==> src/logic/cfg_preload_defs.vh <==
// Constants for the EEPROM configuration preloader.
// Assumes one 16-bit word interface to a serial EEPROM reader.
`ifndef CFG_PRELOAD_DEFS_VH
`define CFG_PRELOAD_DEFS_VH

// ****************************************
// EEPROM byte addresses of loaded words
// ****************************************
`define EE_SIG_ADDR 8'h00
`define EE_VID_ADDR 8'h02
`define EE_DID_ADDR 8'h04
`define EE_MISC_ADDR 8'h06
`define EE_SVID_ADDR 8'h08
`define EE_SSID_ADDR 8'h0A
`define EE_CAP_ADDR 8'h0C
`define EE_LAST_ADDR 8'h0C
`define EE_ADDR_STEP 8'h02

// ****************************************
// Word 06h source fields
// ****************************************
`define W6_VC 0
`define W6_L0S_LO 1
`define W6_L1_LO 4
`define W6_NO_EGR_ORD 8
`define W6_NO_TAG_ORD 9
`define W6_SNF 10
`define W6_CT_LO 11
`define W6_ARB 13
`define W6_CRD 14
`define W6_INTA 15

// ****************************************
// Word 0Ch source fields
// ****************************************
`define WC_MPS_LO 0
`define WC_ASPM_LO 2
`define WC_RBER 4
`define WC_MSI_DIS 5
`define WC_PAR_DIS 6
`define WC_PM_DIS 7
`define WC_PPASS 8
`define WC_LBN 9
`define WC_FREEZE 10
`define WC_SOF 11
`define WC_SDN 12
`define WC_DSEL 13
`define WC_LTR 14
`define WC_4KB 15

// ****************************************
// Destination bit positions
// ****************************************
`define D144_VC 0
`define DCC_L0S_LO 12
`define DCC_L1_LO 15
`define DCC_ASPM_LO 10
`define DCC_LBN 21
`define DCC_SDN 19
`define D74_SNF 0
`define D74_CT_LO 1
`define D74_ARB 3
`define D74_CRD 4
`define D74_NO_EGR_ORD 5
`define D74_NO_TAG_ORD 6
`define D74_PAR_DIS 15
`define D3C_INTA 8
`define DC4_MPS_LO 0
`define DC4_RBER 15
`define D70_PM_DIS 13
`define D70_MSI_DIS 14
`define D8C_SOF 0
`define D8C_DSEL 1
`define D8C_4KB 3
`define D8C_PPASS 5
`define D8C_FREEZE 6
`define DE4_LTR 12

// ****************************************
// Hardware defaults of the images
// ****************************************
`define RST_IMG 32'h00000000
`define RST_ID 16'h0000

// ****************************************
// APB register byte offsets
// ****************************************
`define A_CTRL 8'h00
`define A_STATUS 8'h04
`define A_IDS 8'h08
`define A_SUBIDS 8'h0C
`define A_PORTSEL 8'h10
`define A_IMG_BASE 8'h20
`define A_IMG_70 8'h24
`define A_IMG_74 8'h28
`define A_IMG_8C 8'h2C
`define A_IMG_C4 8'h30
`define A_IMG_CC 8'h34
`define A_IMG_E4 8'h38
`define A_IMG_LAST 8'h3C
`define CTRL_RELOAD 0
`define ST_DONE 0
`define ST_SIG_OK 1
`define ST_BUSY 2

`endif

==> src/logic/cfg_preload.v <==
// EEPROM configuration preloader for a three-port switch.
// Assumes an EEPROM word reader on the same clock and an APB master.
// How it works
// - Word 06h bit 0 goes to 144h bit 0 on every port.
// - Word 06h bits 3:1 go to CCh bits 14:12, L0s exit latency.
// - Word 06h bits 6:4 go to CCh bits 17:15, L1 exit latency.
// - Word 06h bit 8 goes to 74h bit 5, no egress ordering.
// - Word 06h bit 9 goes to 74h bit 6, no tag ordering.
// - Word 06h bit 10 goes to 74h bit 0, store and forward.
// - Word 06h bits 12:11, 13, 14 go to 74h bits 2:1, 3, 4.
// - Word 06h bit 15 goes to 3Ch bit 8 on ports 1 and 2.
// - Word 0Ch bits 1:0 go to C4h bits 1:0, max payload.
// - Word 0Ch bits 3:2 go to CCh bits 11:10, ASPM support.
// - Word 0Ch bit 4 goes to C4h bit 15, role based errors.
// - Word 0Ch bit 5 goes to 70h bit 14, MSI disable.
// - Word 0Ch bit 6 goes to 74h bit 15, parity disable.
// - Word 0Ch bit 7 goes to 70h bit 13, PM disable.
// - Word 0Ch bit 8 goes to 8Ch bit 5, posted pass rule.
// - Word 0Ch bit 9 goes to CCh bit 21 on ports 1 and 2.
// - Word 0Ch bit 10 goes to 8Ch bit 6, ordering freeze.
// - Word 0Ch bit 11 goes to 8Ch bit 0, frame start latency.
// - Word 0Ch bit 12 goes to CCh bit 19, surprise down.
// - Word 0Ch bit 13 goes to 8Ch bit 1, data select R/W.
// - Word 0Ch bit 14 goes to E4h bit 12, LTR enable.
// - Word 0Ch bit 15 goes to 8Ch bit 3, 4KB check.
`timescale 1ns/100ps
`default_nettype none
`include "cfg_preload_defs.vh"

module cfg_preload #(
  parameter [15:0] SIGNATURE = 16'hA55A // Arbitrary value
) (
  input wire clock,
  input wire srst,
  // EEPROM word reader
  output reg ee_req,
  output reg [7:0] ee_addr,
  input wire ee_valid,
  input wire [15:0] ee_data,
  // APB slave
  input wire psel,
  input wire penable,
  input wire pwrite,
  input wire [7:0] paddr,
  input wire [31:0] pwdata,
  output reg pready,
  output reg [31:0] prdata,
  output reg pslverr,
  // Loaded configuration, port p in bits [32p+31:32p]
  output reg [15:0] vendor_id,
  output reg [15:0] device_id,
  output reg [15:0] subsys_vendor_id,
  output reg [15:0] subsys_id,
  output wire [95:0] img_3c,
  output wire [95:0] img_70,
  output wire [95:0] img_74,
  output wire [95:0] img_8c,
  output wire [95:0] img_c4,
  output wire [95:0] img_cc,
  output wire [95:0] img_e4,
  output wire [95:0] img_144,
  output reg cfg_ready
);

  // ****************************************
  // Loader state machine
  // ****************************************
  localparam [3:0] S_IDLE = 4'h1;
  localparam [3:0] S_REQ = 4'h2;
  localparam [3:0] S_WAIT = 4'h4;
  localparam [3:0] S_DONE = 4'h8;

  reg [3:0] state;
  reg [3:0] next_state;
  reg start;
  reg sig_ok;
  reg clear_img;
  reg load_misc;
  reg load_cap;
  reg [15:0] word;
  wire take;
  wire last;
  wire apb_done;
  wire reload;

  assign take = (state == S_WAIT) && ee_valid;
  assign last = (ee_addr == `EE_LAST_ADDR);

  // One word outstanding; the reader answers when it likes
  // Next state
  always @* begin
    next_state = state;
    case (state)
      S_IDLE: begin
        if (start) begin
          next_state = S_REQ;
        end
      end
      S_REQ: begin
        next_state = S_WAIT;
      end
      S_WAIT: begin
        if (ee_valid) begin
          if (ee_addr == `EE_SIG_ADDR && ee_data != SIGNATURE) begin
            next_state = S_DONE;
          end else if (last) begin
            next_state = S_DONE;
          end else begin
            next_state = S_REQ;
          end
        end
      end
      S_DONE: begin
        if (reload) begin
          next_state = S_REQ;
        end
      end
      default: begin
        next_state = S_IDLE;
      end
    endcase
  end

  // State, request and address
  always @(posedge clock) begin
    if (srst) begin
      state <= S_IDLE;
      start <= 1'b1;
      ee_req <= 1'b0;
      ee_addr <= `EE_SIG_ADDR;
      sig_ok <= 1'b0;
      cfg_ready <= 1'b0;
      clear_img <= 1'b0;
    end else begin
      state <= next_state;
      start <= 1'b0;
      ee_req <= (next_state == S_REQ);
      clear_img <= 1'b0;
      // Each run clears first so no stale field survives a reload
      if ((state == S_IDLE && start) || (state == S_DONE && reload)) begin
        ee_addr <= `EE_SIG_ADDR;
        sig_ok <= 1'b0;
        cfg_ready <= 1'b0;
        clear_img <= 1'b1;
      end else if (take) begin
        if (ee_addr == `EE_SIG_ADDR) begin
          sig_ok <= (ee_data == SIGNATURE);
        end
        if (!last) begin
          ee_addr <= ee_addr + `EE_ADDR_STEP;
        end
      end
      // A bad signature also ends in done, so no access hangs
      // accesses released when done
      cfg_ready <= (next_state == S_DONE);
    end
  end

  // Word strobes for the per-port images
  // The word is caught every cycle; the strobe a cycle later reads it
  always @(posedge clock) begin
    if (srst) begin
      load_misc <= 1'b0;
      load_cap <= 1'b0;
      word <= 16'h0000;
    end else begin
      load_misc <= take && (ee_addr == `EE_MISC_ADDR);
      load_cap <= take && (ee_addr == `EE_CAP_ADDR);
      word <= ee_data;
    end
  end

  // ****************************************
  // Identification words
  // ****************************************
  // identifier loads
  always @(posedge clock) begin
    if (srst || clear_img) begin
      vendor_id <= `RST_ID;
      device_id <= `RST_ID;
      subsys_vendor_id <= `RST_ID;
      subsys_id <= `RST_ID;
    end else if (take) begin
      if (ee_addr == `EE_VID_ADDR) begin
        vendor_id <= ee_data;
      end
      if (ee_addr == `EE_DID_ADDR) begin
        device_id <= ee_data;
      end
      if (ee_addr == `EE_SVID_ADDR) begin
        subsys_vendor_id <= ee_data;
      end
      if (ee_addr == `EE_SSID_ADDR) begin
        subsys_id <= ee_data;
      end
    end
  end

  // ****************************************
  // Per-port configuration images
  // ****************************************
  // Unloaded bits keep their default of zero
  genvar p;
  generate
    for (p = 0; p < 3; p = p + 1) begin : port
      reg [31:0] r3c, r70, r74, r8c, rc4, rcc, re4, r144;
      assign img_3c[32*p+31:32*p] = r3c;
      assign img_70[32*p+31:32*p] = r70;
      assign img_74[32*p+31:32*p] = r74;
      assign img_8c[32*p+31:32*p] = r8c;
      assign img_c4[32*p+31:32*p] = rc4;
      assign img_cc[32*p+31:32*p] = rcc;
      assign img_e4[32*p+31:32*p] = re4;
      assign img_144[32*p+31:32*p] = r144;

      always @(posedge clock) begin
        if (srst || clear_img) begin
          r3c <= `RST_IMG;
          r70 <= `RST_IMG;
          r74 <= `RST_IMG;
          r8c <= `RST_IMG;
          rc4 <= `RST_IMG;
          rcc <= `RST_IMG;
          re4 <= `RST_IMG;
          r144 <= `RST_IMG;
        end else begin
          if (load_misc) begin
            r144[`D144_VC] <= word[`W6_VC];
            rcc[`DCC_L0S_LO+2:`DCC_L0S_LO] <= word[`W6_L0S_LO+2:`W6_L0S_LO];
            rcc[`DCC_L1_LO+2:`DCC_L1_LO] <= word[`W6_L1_LO+2:`W6_L1_LO];
            r74[`D74_NO_EGR_ORD] <= word[`W6_NO_EGR_ORD];
            r74[`D74_NO_TAG_ORD] <= word[`W6_NO_TAG_ORD];
            r74[`D74_SNF] <= word[`W6_SNF];
            r74[`D74_CT_LO+1:`D74_CT_LO] <= word[`W6_CT_LO+1:`W6_CT_LO];
            r74[`D74_ARB] <= word[`W6_ARB];
            r74[`D74_CRD] <= word[`W6_CRD];
            if (p != 0) begin
              r3c[`D3C_INTA] <= word[`W6_INTA];
            end
          end
          if (load_cap) begin
            rc4[`DC4_MPS_LO+1:`DC4_MPS_LO] <= word[`WC_MPS_LO+1:`WC_MPS_LO];
            rcc[`DCC_ASPM_LO+1:`DCC_ASPM_LO] <= word[`WC_ASPM_LO+1:`WC_ASPM_LO];
            rc4[`DC4_RBER] <= word[`WC_RBER];
            r70[`D70_MSI_DIS] <= word[`WC_MSI_DIS];
            r74[`D74_PAR_DIS] <= word[`WC_PAR_DIS];
            r70[`D70_PM_DIS] <= word[`WC_PM_DIS];
            r8c[`D8C_PPASS] <= word[`WC_PPASS];
            if (p != 0) begin
              rcc[`DCC_LBN] <= word[`WC_LBN];
            end
            r8c[`D8C_FREEZE] <= word[`WC_FREEZE];
            r8c[`D8C_SOF] <= word[`WC_SOF];
            rcc[`DCC_SDN] <= word[`WC_SDN];
            r8c[`D8C_DSEL] <= word[`WC_DSEL];
            re4[`DE4_LTR] <= word[`WC_LTR];
            r8c[`D8C_4KB] <= word[`WC_4KB];
          end
        end
      end
    end
  endgenerate

  // ****************************************
  // APB slave
  // ****************************************
  reg [1:0] port_sel;
  reg reload_req;
  reg [31:0] rd_word;
  reg rd_err;
  reg [31:0] status_word;
  wire [6:0] slice_lsb;
  wire access;
  wire is_status;

  // Port select of 3 is refused, so the slice always stays in range
  assign slice_lsb = {port_sel, 5'h00};
  assign access = psel && penable && !pready;
  assign is_status = (paddr == `A_STATUS);
  assign apb_done = psel && penable && pready;
  assign reload = reload_req;

  // Status word for software
  always @* begin
    status_word = 32'h00000000;
    status_word[`ST_DONE] = cfg_ready;
    status_word[`ST_SIG_OK] = sig_ok;
    status_word[`ST_BUSY] = (state != S_DONE);
  end

  // Read mux and address decode
  always @* begin
    rd_word = 32'h00000000;
    rd_err = 1'b0;
    case (paddr)
      `A_CTRL: rd_word = 32'h00000000;
      `A_STATUS: rd_word = status_word;
      `A_IDS: rd_word = {device_id, vendor_id};
      `A_SUBIDS: rd_word = {subsys_id, subsys_vendor_id};
      `A_PORTSEL: rd_word = {30'h00000000, port_sel};
      `A_IMG_BASE: rd_word = img_3c[slice_lsb +: 32];
      `A_IMG_70: rd_word = img_70[slice_lsb +: 32];
      `A_IMG_74: rd_word = img_74[slice_lsb +: 32];
      `A_IMG_8C: rd_word = img_8c[slice_lsb +: 32];
      `A_IMG_C4: rd_word = img_c4[slice_lsb +: 32];
      `A_IMG_CC: rd_word = img_cc[slice_lsb +: 32];
      `A_IMG_E4: rd_word = img_e4[slice_lsb +: 32];
      `A_IMG_LAST: rd_word = img_144[slice_lsb +: 32];
      default: rd_err = 1'b1;
    endcase
    if (paddr == `A_PORTSEL && pwrite && pwdata[1:0] == 2'b11) begin
      rd_err = 1'b1;
    end
  end

  always @(posedge clock) begin
    if (srst) begin
      pready <= 1'b0;
      prdata <= 32'h00000000;
      pslverr <= 1'b0;
      port_sel <= 2'b00;
      reload_req <= 1'b0;
    end else begin
      pready <= access && (cfg_ready || is_status);
      reload_req <= 1'b0;
      if (access && (cfg_ready || is_status)) begin
        prdata <= pwrite ? 32'h00000000 : rd_word;
        pslverr <= rd_err;
      end
      // A refused write leaves port select and reload alone
      if (apb_done && pwrite && !pslverr) begin
        if (paddr == `A_PORTSEL) begin
          port_sel <= pwdata[1:0];
        end
        if (paddr == `A_CTRL && pwdata[`CTRL_RELOAD]) begin
          reload_req <= 1'b1;
        end
      end
    end
  end

endmodule
`default_nettype wire

==> config.mk <==
export PLATFORM = sky130hd
export DESIGN_NAME = cfg_preload
export DESIGN_NICKNAME = d
export VERILOG_FILES = /design/src/logic/cfg_preload.v
export VERILOG_INCLUDE_DIRS = /design/src /design/src/logic
export SDC_FILE = /design/constraint.sdc
export NUM_CORES = 1
export LEC_CHECK = 0
export ABC_AREA = 1
export BUFFER_PORTS_ARGS = -buffer_cell sky130_fd_sc_hd__buf_2
export CORE_AREA = 10 10 356 358
export DETAILED_ROUTE_END_ITERATION = 16
export DIE_AREA = 0 0 366 368
export PLACE_DENSITY = 0.36
export SLEW_MARGIN = 20
export SYNTH_ARGS = -nofsm -noshare
export SYNTH_HDL_FRONTEND = slang
export SYNTH_SLANG_ARGS = --single-unit
==> constraint.sdc <==
create_clock -name clock -period 2.2 [get_ports clock]
set_input_delay 0.33 -clock clock [delete_from_list [all_inputs] [get_ports clock]]
set_output_delay 0.33 -clock clock [all_outputs]
set_load 0.005 [all_outputs]
==> run metrics, run 1 <==
gr usage total=0.0697; slew margin rel.=0.515; RSZ-0062 raised after global routing=no; Netlist Area Pre-Place=12800 µm²; Ys Warns=0; Static Leak=0.00651 µW; via count=8639; fill cell count=approximately 14000; post-route clock period utilization=0.817; maximum VDD drop=565 µV; Worst-Margin Slew=0.727 ns; insertion delay to the later sink of the worst-skew pair=0.45 ns; port buffer count=229; FF+latch count, synth=approximately 170; vias in the first global route=9011; # DRC=0; setup TNS=0 ns; total global routing overflow=0; H-tree Lvls=4; Worst setup SP type=flop; xor and xnor area share after synthesis=0.00274; fin. max-slew vios=0; Final HPWL DP=43300 µm; Initial DRC Count=336; Finished Cell Area=13800 µm²; antenna violations before repair=11; Synth Area per Inst=7.67 µm²; number of max-cap violations=0; global placement routability congestion=approximately 0.74; Area Overhead vs Synth=7.44%; mux contribution to synthesized area=0; Pint=4720 µW; Post-layout nets=1917; Worst Path Buf+Inv=1; final setup vio count=0; clock sink count=166; post-CTS setup buffers=0; synth top area cells=buf_4 44%, dfxtp_1 26%, nand2_1 7.5%; Required @ worst endpoint=1.87 ns; DR pass1 iterations=4; f_max=556 MHz; delay-heaviest family, CP=flip-flops; critical path endpoint category=primary output; # rows=127; post-synthesis compound-gate area fraction=0.0974; Reg clk slew, reported paths=roughly 0.08 ns; post-synthesis adder-cell area fraction=0.00391; crit path DAT=about 1.5 ns; asr flop ratio synth=0; initial core utilization=0.107; Sw Pwr=between 1500 and 2000 µW; most frequent cell after synthesis=buf_4; Core ar.=119000 µm²; drt total wl=roughly 51000 µm; first-pass GRT wire length=approximately 70000 µm; clock share of power=0.447; fin crit period=about 1.8 ns; total power=6670 µW; Antenna Nets Post-Route=0; clock buffer depth=2; critical-path cell list=buf_2; crit-path max FO=5; CTS tree=yes; CTS Root Cell=clkbuf_16; largest family of logic cells by synthesized area=buffers and inverters; Sw Ratio=0.293; slowest stage cell, crit path=dfxtp_1; # resized after CTS=0; CTS buffer count=17; die height=about 370 µm; sequential-to-total area share from yosys stat=0.260; combinational power share=0.097; critical path type=reg -> out; Largest stage delay, worst path=slightly below 0.8 ns; Gate Count Post-Synth=1670; top_reg_cell synth=dfxtp_1; Die ar.=135000 µm²; largest net degree at the start of global routing=49; EDFF count, synth=0; Synth top cells by count=746 x buf_4, 256 x nand2_1, 166 x dfxtp_1; Area after DPL=13200 µm²; final hold violation count=0; post-synthesis simple-gate area fraction=0.155; Routed wire per std cell=14.6 µm; die width=roughly 370 µm; # IOs=938; Seq pwr share=0.456; post-synth top area cell=buf_4; Avg Vias per Cell=2.48; power per cell area=485 nW/µm²; top cell type's share of synthesized area=0.437; Post-CTS Hold Buffers=0; Worst Skew=~0.014 ns; post-synth cell types=37; status=finished clean; Worst Hold Class=in -> reg; layout cells sized above 1=0.204
==> state kept, by name (all words and copies together), names as in the netlist, 2 cells and up <==
name,flops
port.rc4,3
subsys_id,16
port.r8c,5
device_id,16
port.rcc,10
word,16
state,4
prdata,32
ee_addr,7
vendor_id,16
port.r70,2
port.r74,8
port_sel,2
subsys_vendor_id,16
==> kinds of logic (layout without fill, tap and decap cells) <==
kind of cell    count (synthesis)  count (layout)
other cells                     1             684
xor+xnor                        4               4
buf+inv                       874             389
simple gates                  452             452
compound gates                169             169
flops                         166             166
fa+ha+maj                       4               4
==> area by class of cell <==
class	count	area (µm²)	area share
Antenna cell	6	15.0	0.00109
Clock buffer	19	443	0.0322
Tap cell	1612	2020	0.147
Sequential cell	166	3320	0.242
Timing Repair Buffer	270	1640	0.119
Multi-Input combinational cell	1307	5860	0.426
Inverter	89	334	0.0243
Clock inverter	11	119	0.00864
==> metal layers <==
metal,track usage,share of wire,vias to the layer above
met5,0,0,-
met4,0.00830,0.0056,0
met3,0.0315,0.11,17
met2,0.122,0.49,447
met1,0.0796,0.39,3989
li1,-,-,4186
==> power by group through the flow <==
stage / sequential (µW) / clock (µW) / combinational, µW
2_1_floorplan: 3110 / 0 / 1290
3_3_place_gp: 3110 / 0 / 577
3_5_place_dp: 3110 / 0 / 577
4_1_cts: 3040 / 3080 / 578
5_1_grt: 3040 / 3160 / 747
6_report: 3040 / 2980 / 650
==> cell usage in the layout, fill, tap and decap left out, drive strengths merged, types with 2 or more instances in the layout <==
cell	netlist	routed
ha	4	4
clkinv	0	4
inv	89	93
a211oi	66	66
nand4	4	4
or2	2	2
and3	2	2
xor2	4	4
nor4	4	4
nor3	15	15
diode	0	6
buf	762	270
a21oi	76	76
o21ai	22	22
nand2	264	264
dfxtp	166	166
nor2	122	122
a22o	2	2
nand3	38	38
conb	1	678
clkbuf	23	19
clkinvlp	0	2
==> per-stage QoR <==
stage	setup WS [ns]	util	instances	hold WS, ns
2_1_floorplan	0.606	-	2347	0.358
3_3_place_gp	0.185	0.110	3444	0.453
3_5_place_dp	0.155	0.110	3444	0.454
4_1_cts	0.320	0.115	3474	0.143
5_1_grt	0.260	0.115	3474	0.152
6_report	0.403	0.115	3480	0.169
==> worst register-to-register path, cell delays in order, from the launching register on <==
cell and delay (ns):
dfxtp_1 0.40, xor2_1 0.45, nand4_1 0.44, nand3_1 0.18, nand2_1 0.07, a21oi_1 0.13
==> final timing paths <==
check,from,to,slack (ns),cells after the start
worst max register to register,port_sel[1],prdata[8],0.46,5
worst min register to register,prdata[6],prdata[6],0.46,2
worst min-delay path,ee_data[9],subsys_id[9],0.17,3
worst max-delay path,port[2].r74[3],img_74[3],0.40,1
Note: power is estimated with default switching activity, not from simulation.
==> run 2: changes to the inputs <==
==> constraint.sdc (replaced) <==
create_clock -name clock -period 1.7 [get_ports clock]
set_input_delay 0.255 -clock clock [delete_from_list [all_inputs] [get_ports clock]]
set_output_delay 0.255 -clock clock [all_outputs]
set_load 0.005 [all_outputs]
==> run 2 against run 1 <==
Register-to-register slack got worse by 0.39 ns. Largest cell class unchanged. Worst hold slack got worse by 0.068 ns. Global-route usage about the same.
==> run metrics, run 2 (synthesis results as in run 1) <==
status=finished clean (unchanged); Worst setup SP type=flop (unchanged); drt total wl=51200 µm (was 50700 µm); met1 usage in global routing=0.0792 (was 0.0796); critical path type=reg -> reg (was reg -> out); die width=366 µm (unchanged); Core ar.=119000 µm² (unchanged); Reg clk slew, reported paths=0.08 ns (about the same); most common cell after layout, fill and taps aside=conb_1 (unchanged); Worst Setup SP=state[1] (was port[2].r74[3]); Min Hold Slack=0.101 ns (was 0.169 ns); Routed wire per std cell=14.5 µm (was 14.6 µm); DR pass1 iterations=4 (unchanged); insertion delay to the later sink of the worst-skew pair=0.45 ns (about the same); met2 usage=0.121 (was 0.122); Avg Vias per Cell=2.50 (was 2.48); post-route clock period utilization=0.961; slew margin rel.=0.642 (was 0.515); hold depth=3 (unchanged); max reg flops=32 (unchanged); Antenna Diode Count=0 (was 6); Initial DRC Count=260 (was 336); Required @ worst endpoint=2.04 ns (was 1.87 ns); Finished Cell Area=14300 µm² (was 13800 µm²); CTS tree=yes (unchanged); # DRC=0 (unchanged); Area after DPL=13600 µm² (was 13200 µm²); critical path endpoint category=flop (was primary output); Die ar.=135000 µm² (unchanged); Post-layout nets=1975 (was 1917); H-tree Lvls=4 (unchanged); die height=368 µm (unchanged); Antenna Nets Post-Route=0 (unchanged); Reg with most FFs=prdata (unchanged); fin. max-slew vios=0 (unchanged); Worst-Margin Slew=0.537 ns (was 0.727 ns); Layout Cells excl Fill=3534 (was 3480); setup ws final=0.0661 ns (was 0.403 ns); via count=8839 (was 8639); # IOs=938 (unchanged); met3 Track Usage GR=0.0301 (was 0.0315); port buffer count=229 (unchanged); RSZ-0062 raised after global routing=yes (was no); largest net degree at the start of global routing=46 (was 49); Placed Instances=3498 (was 3444); gr usage total=0.0694 (was 0.0697); Area Overhead vs Synth=11.8% (was 7.44%); f_max=around 610 MHz; clock sink count=166 (unchanged); Worst Skew=0.0189 ns (was 0.0143 ns); layout cells sized above 1=0.230 (was 0.204); fin crit period=1.63 ns; # rows=127 (unchanged); Final HPWL DP=43900 µm (was 43300 µm); final hold violation count=0 (unchanged); maximum VDD drop=692 µV (was 565 µV); clock buffer depth=2 (unchanged); vias in the first global route=9296 (was 9011); FF-to-FF path depth=9 (was 5); crit path capture=device_id[0] (was img_74[3]); final setup vio count=0 (unchanged); power per cell area=639 nW/µm² (was 485 nW/µm²); RR Startpoint=state[1] (was port_sel[1]); Static Leak=0.00686 µW (was 0.00651 µW); crit path DAT=1.98 ns (was 1.47 ns); CTS Root Cell=clkbuf_16 (unchanged); first-pass GRT wire length=70100 µm (was 69800 µm); commonest cells after routing, fill and taps aside=678 x conb_1, 255 x nand2_1, 229 x buf_2, 166 x dfxtp_1, 110 x nor2_1 (was 678 x conb_1, 256 x nand2_1, 229 x buf_2, 166 x dfxtp_1, 111 x nor2_1); CTS buffer count=17 (unchanged); initial core utilization=0.107 (unchanged); antenna violations before repair=8 (was 11); crit-path max FO=8 (was 5); global placement routability congestion=0.742 (was 0.744); total global routing overflow=0 (unchanged); number of max-cap violations=0 (unchanged); worst slack, placed=-0.178 ns (was 0.155 ns); Worst Hold Class=in -> reg (unchanged); flop-to-flop setup slack=0.07 ns (was 0.46 ns); R2R Path End=device_id[0] (was prdata[8]); Most Crowded Layer GR=met2 (unchanged)
[run 2: cell count changes in the layout (fill, tap and decap cells not counted), sizes merged]
cell and delta:
bufinv +3, diode -6, clkinvlp -1, clkbuf +1, buf +56, inv +1
[run 2: how the worst min path moves through the flow]
stage | from | end | slack, ns
2_1_floorplan | srst | start | 0.28
3_3_place_gp | prdata[0] | prdata[0] | 0.45
3_5_place_dp | prdata[19] | prdata[19] | 0.46
4_1_cts | ee_data[7] | subsys_id[7] | 0.08
5_1_grt | ee_data[7] | subsys_id[7] | 0.09
6_report | ee_data[9] | subsys_id[9] | 0.10
[run 2: worst max-delay path: stages, from the launching register on]
cell	delay (ns)
dfxtp_1	0.32
nor2_1	0.13
nand3_2	0.12
nor2_4	0.20
inv_4	0.09
nor3_4	0.20
buf_12	0.15
buf_12	0.13
nor2_1	0.04
a211oi_1	0.16
[run 2: through the flow]
step	power, µW	util	setup TNS (ns)
floorplan	5690	-	0
global placement	4800	0.114	-3.53
detailed placement	4790	0.114	-2.77
CTS	9170	0.119	0
global route	9570	0.120	-0.180
finish	9140	0.120	0
[run 2: per-layer routing]
metal	vias to the layer above	part of all wire
li1	4297	-
met1	4081	0.40
met2	435	0.49
met3	26	0.10
met4	0	0.0095
met5	-	0
[run 2: where the power goes]
group | total (µW) | switching, µW | internal (µW)
clock | 4340 | 1830 | 2510
sequential | 3930 | 17.0 | 3920
combinational | 862 | 723 | 139
[run 2: layout make-up]
cell class | count | area [µm²]
inverters | 89 | 337
repair buffers | 328 | 2110
clock buffers | 18 | 429
fillers | 13900 | 105000
clock inverters | 14 | 214
multi-input cells | 1307 | 5880
well taps | 1612 | 2020
flip-flops and latches | 166 | 3320
[run 2: what timing repair did]
action | 4_1_cts | 5_1_grt
resized for setup | 0 | 5
hold buffers | 0 | 0
endpoints found under the setup margin | 0 | 21
setup buffers | 0 | 2
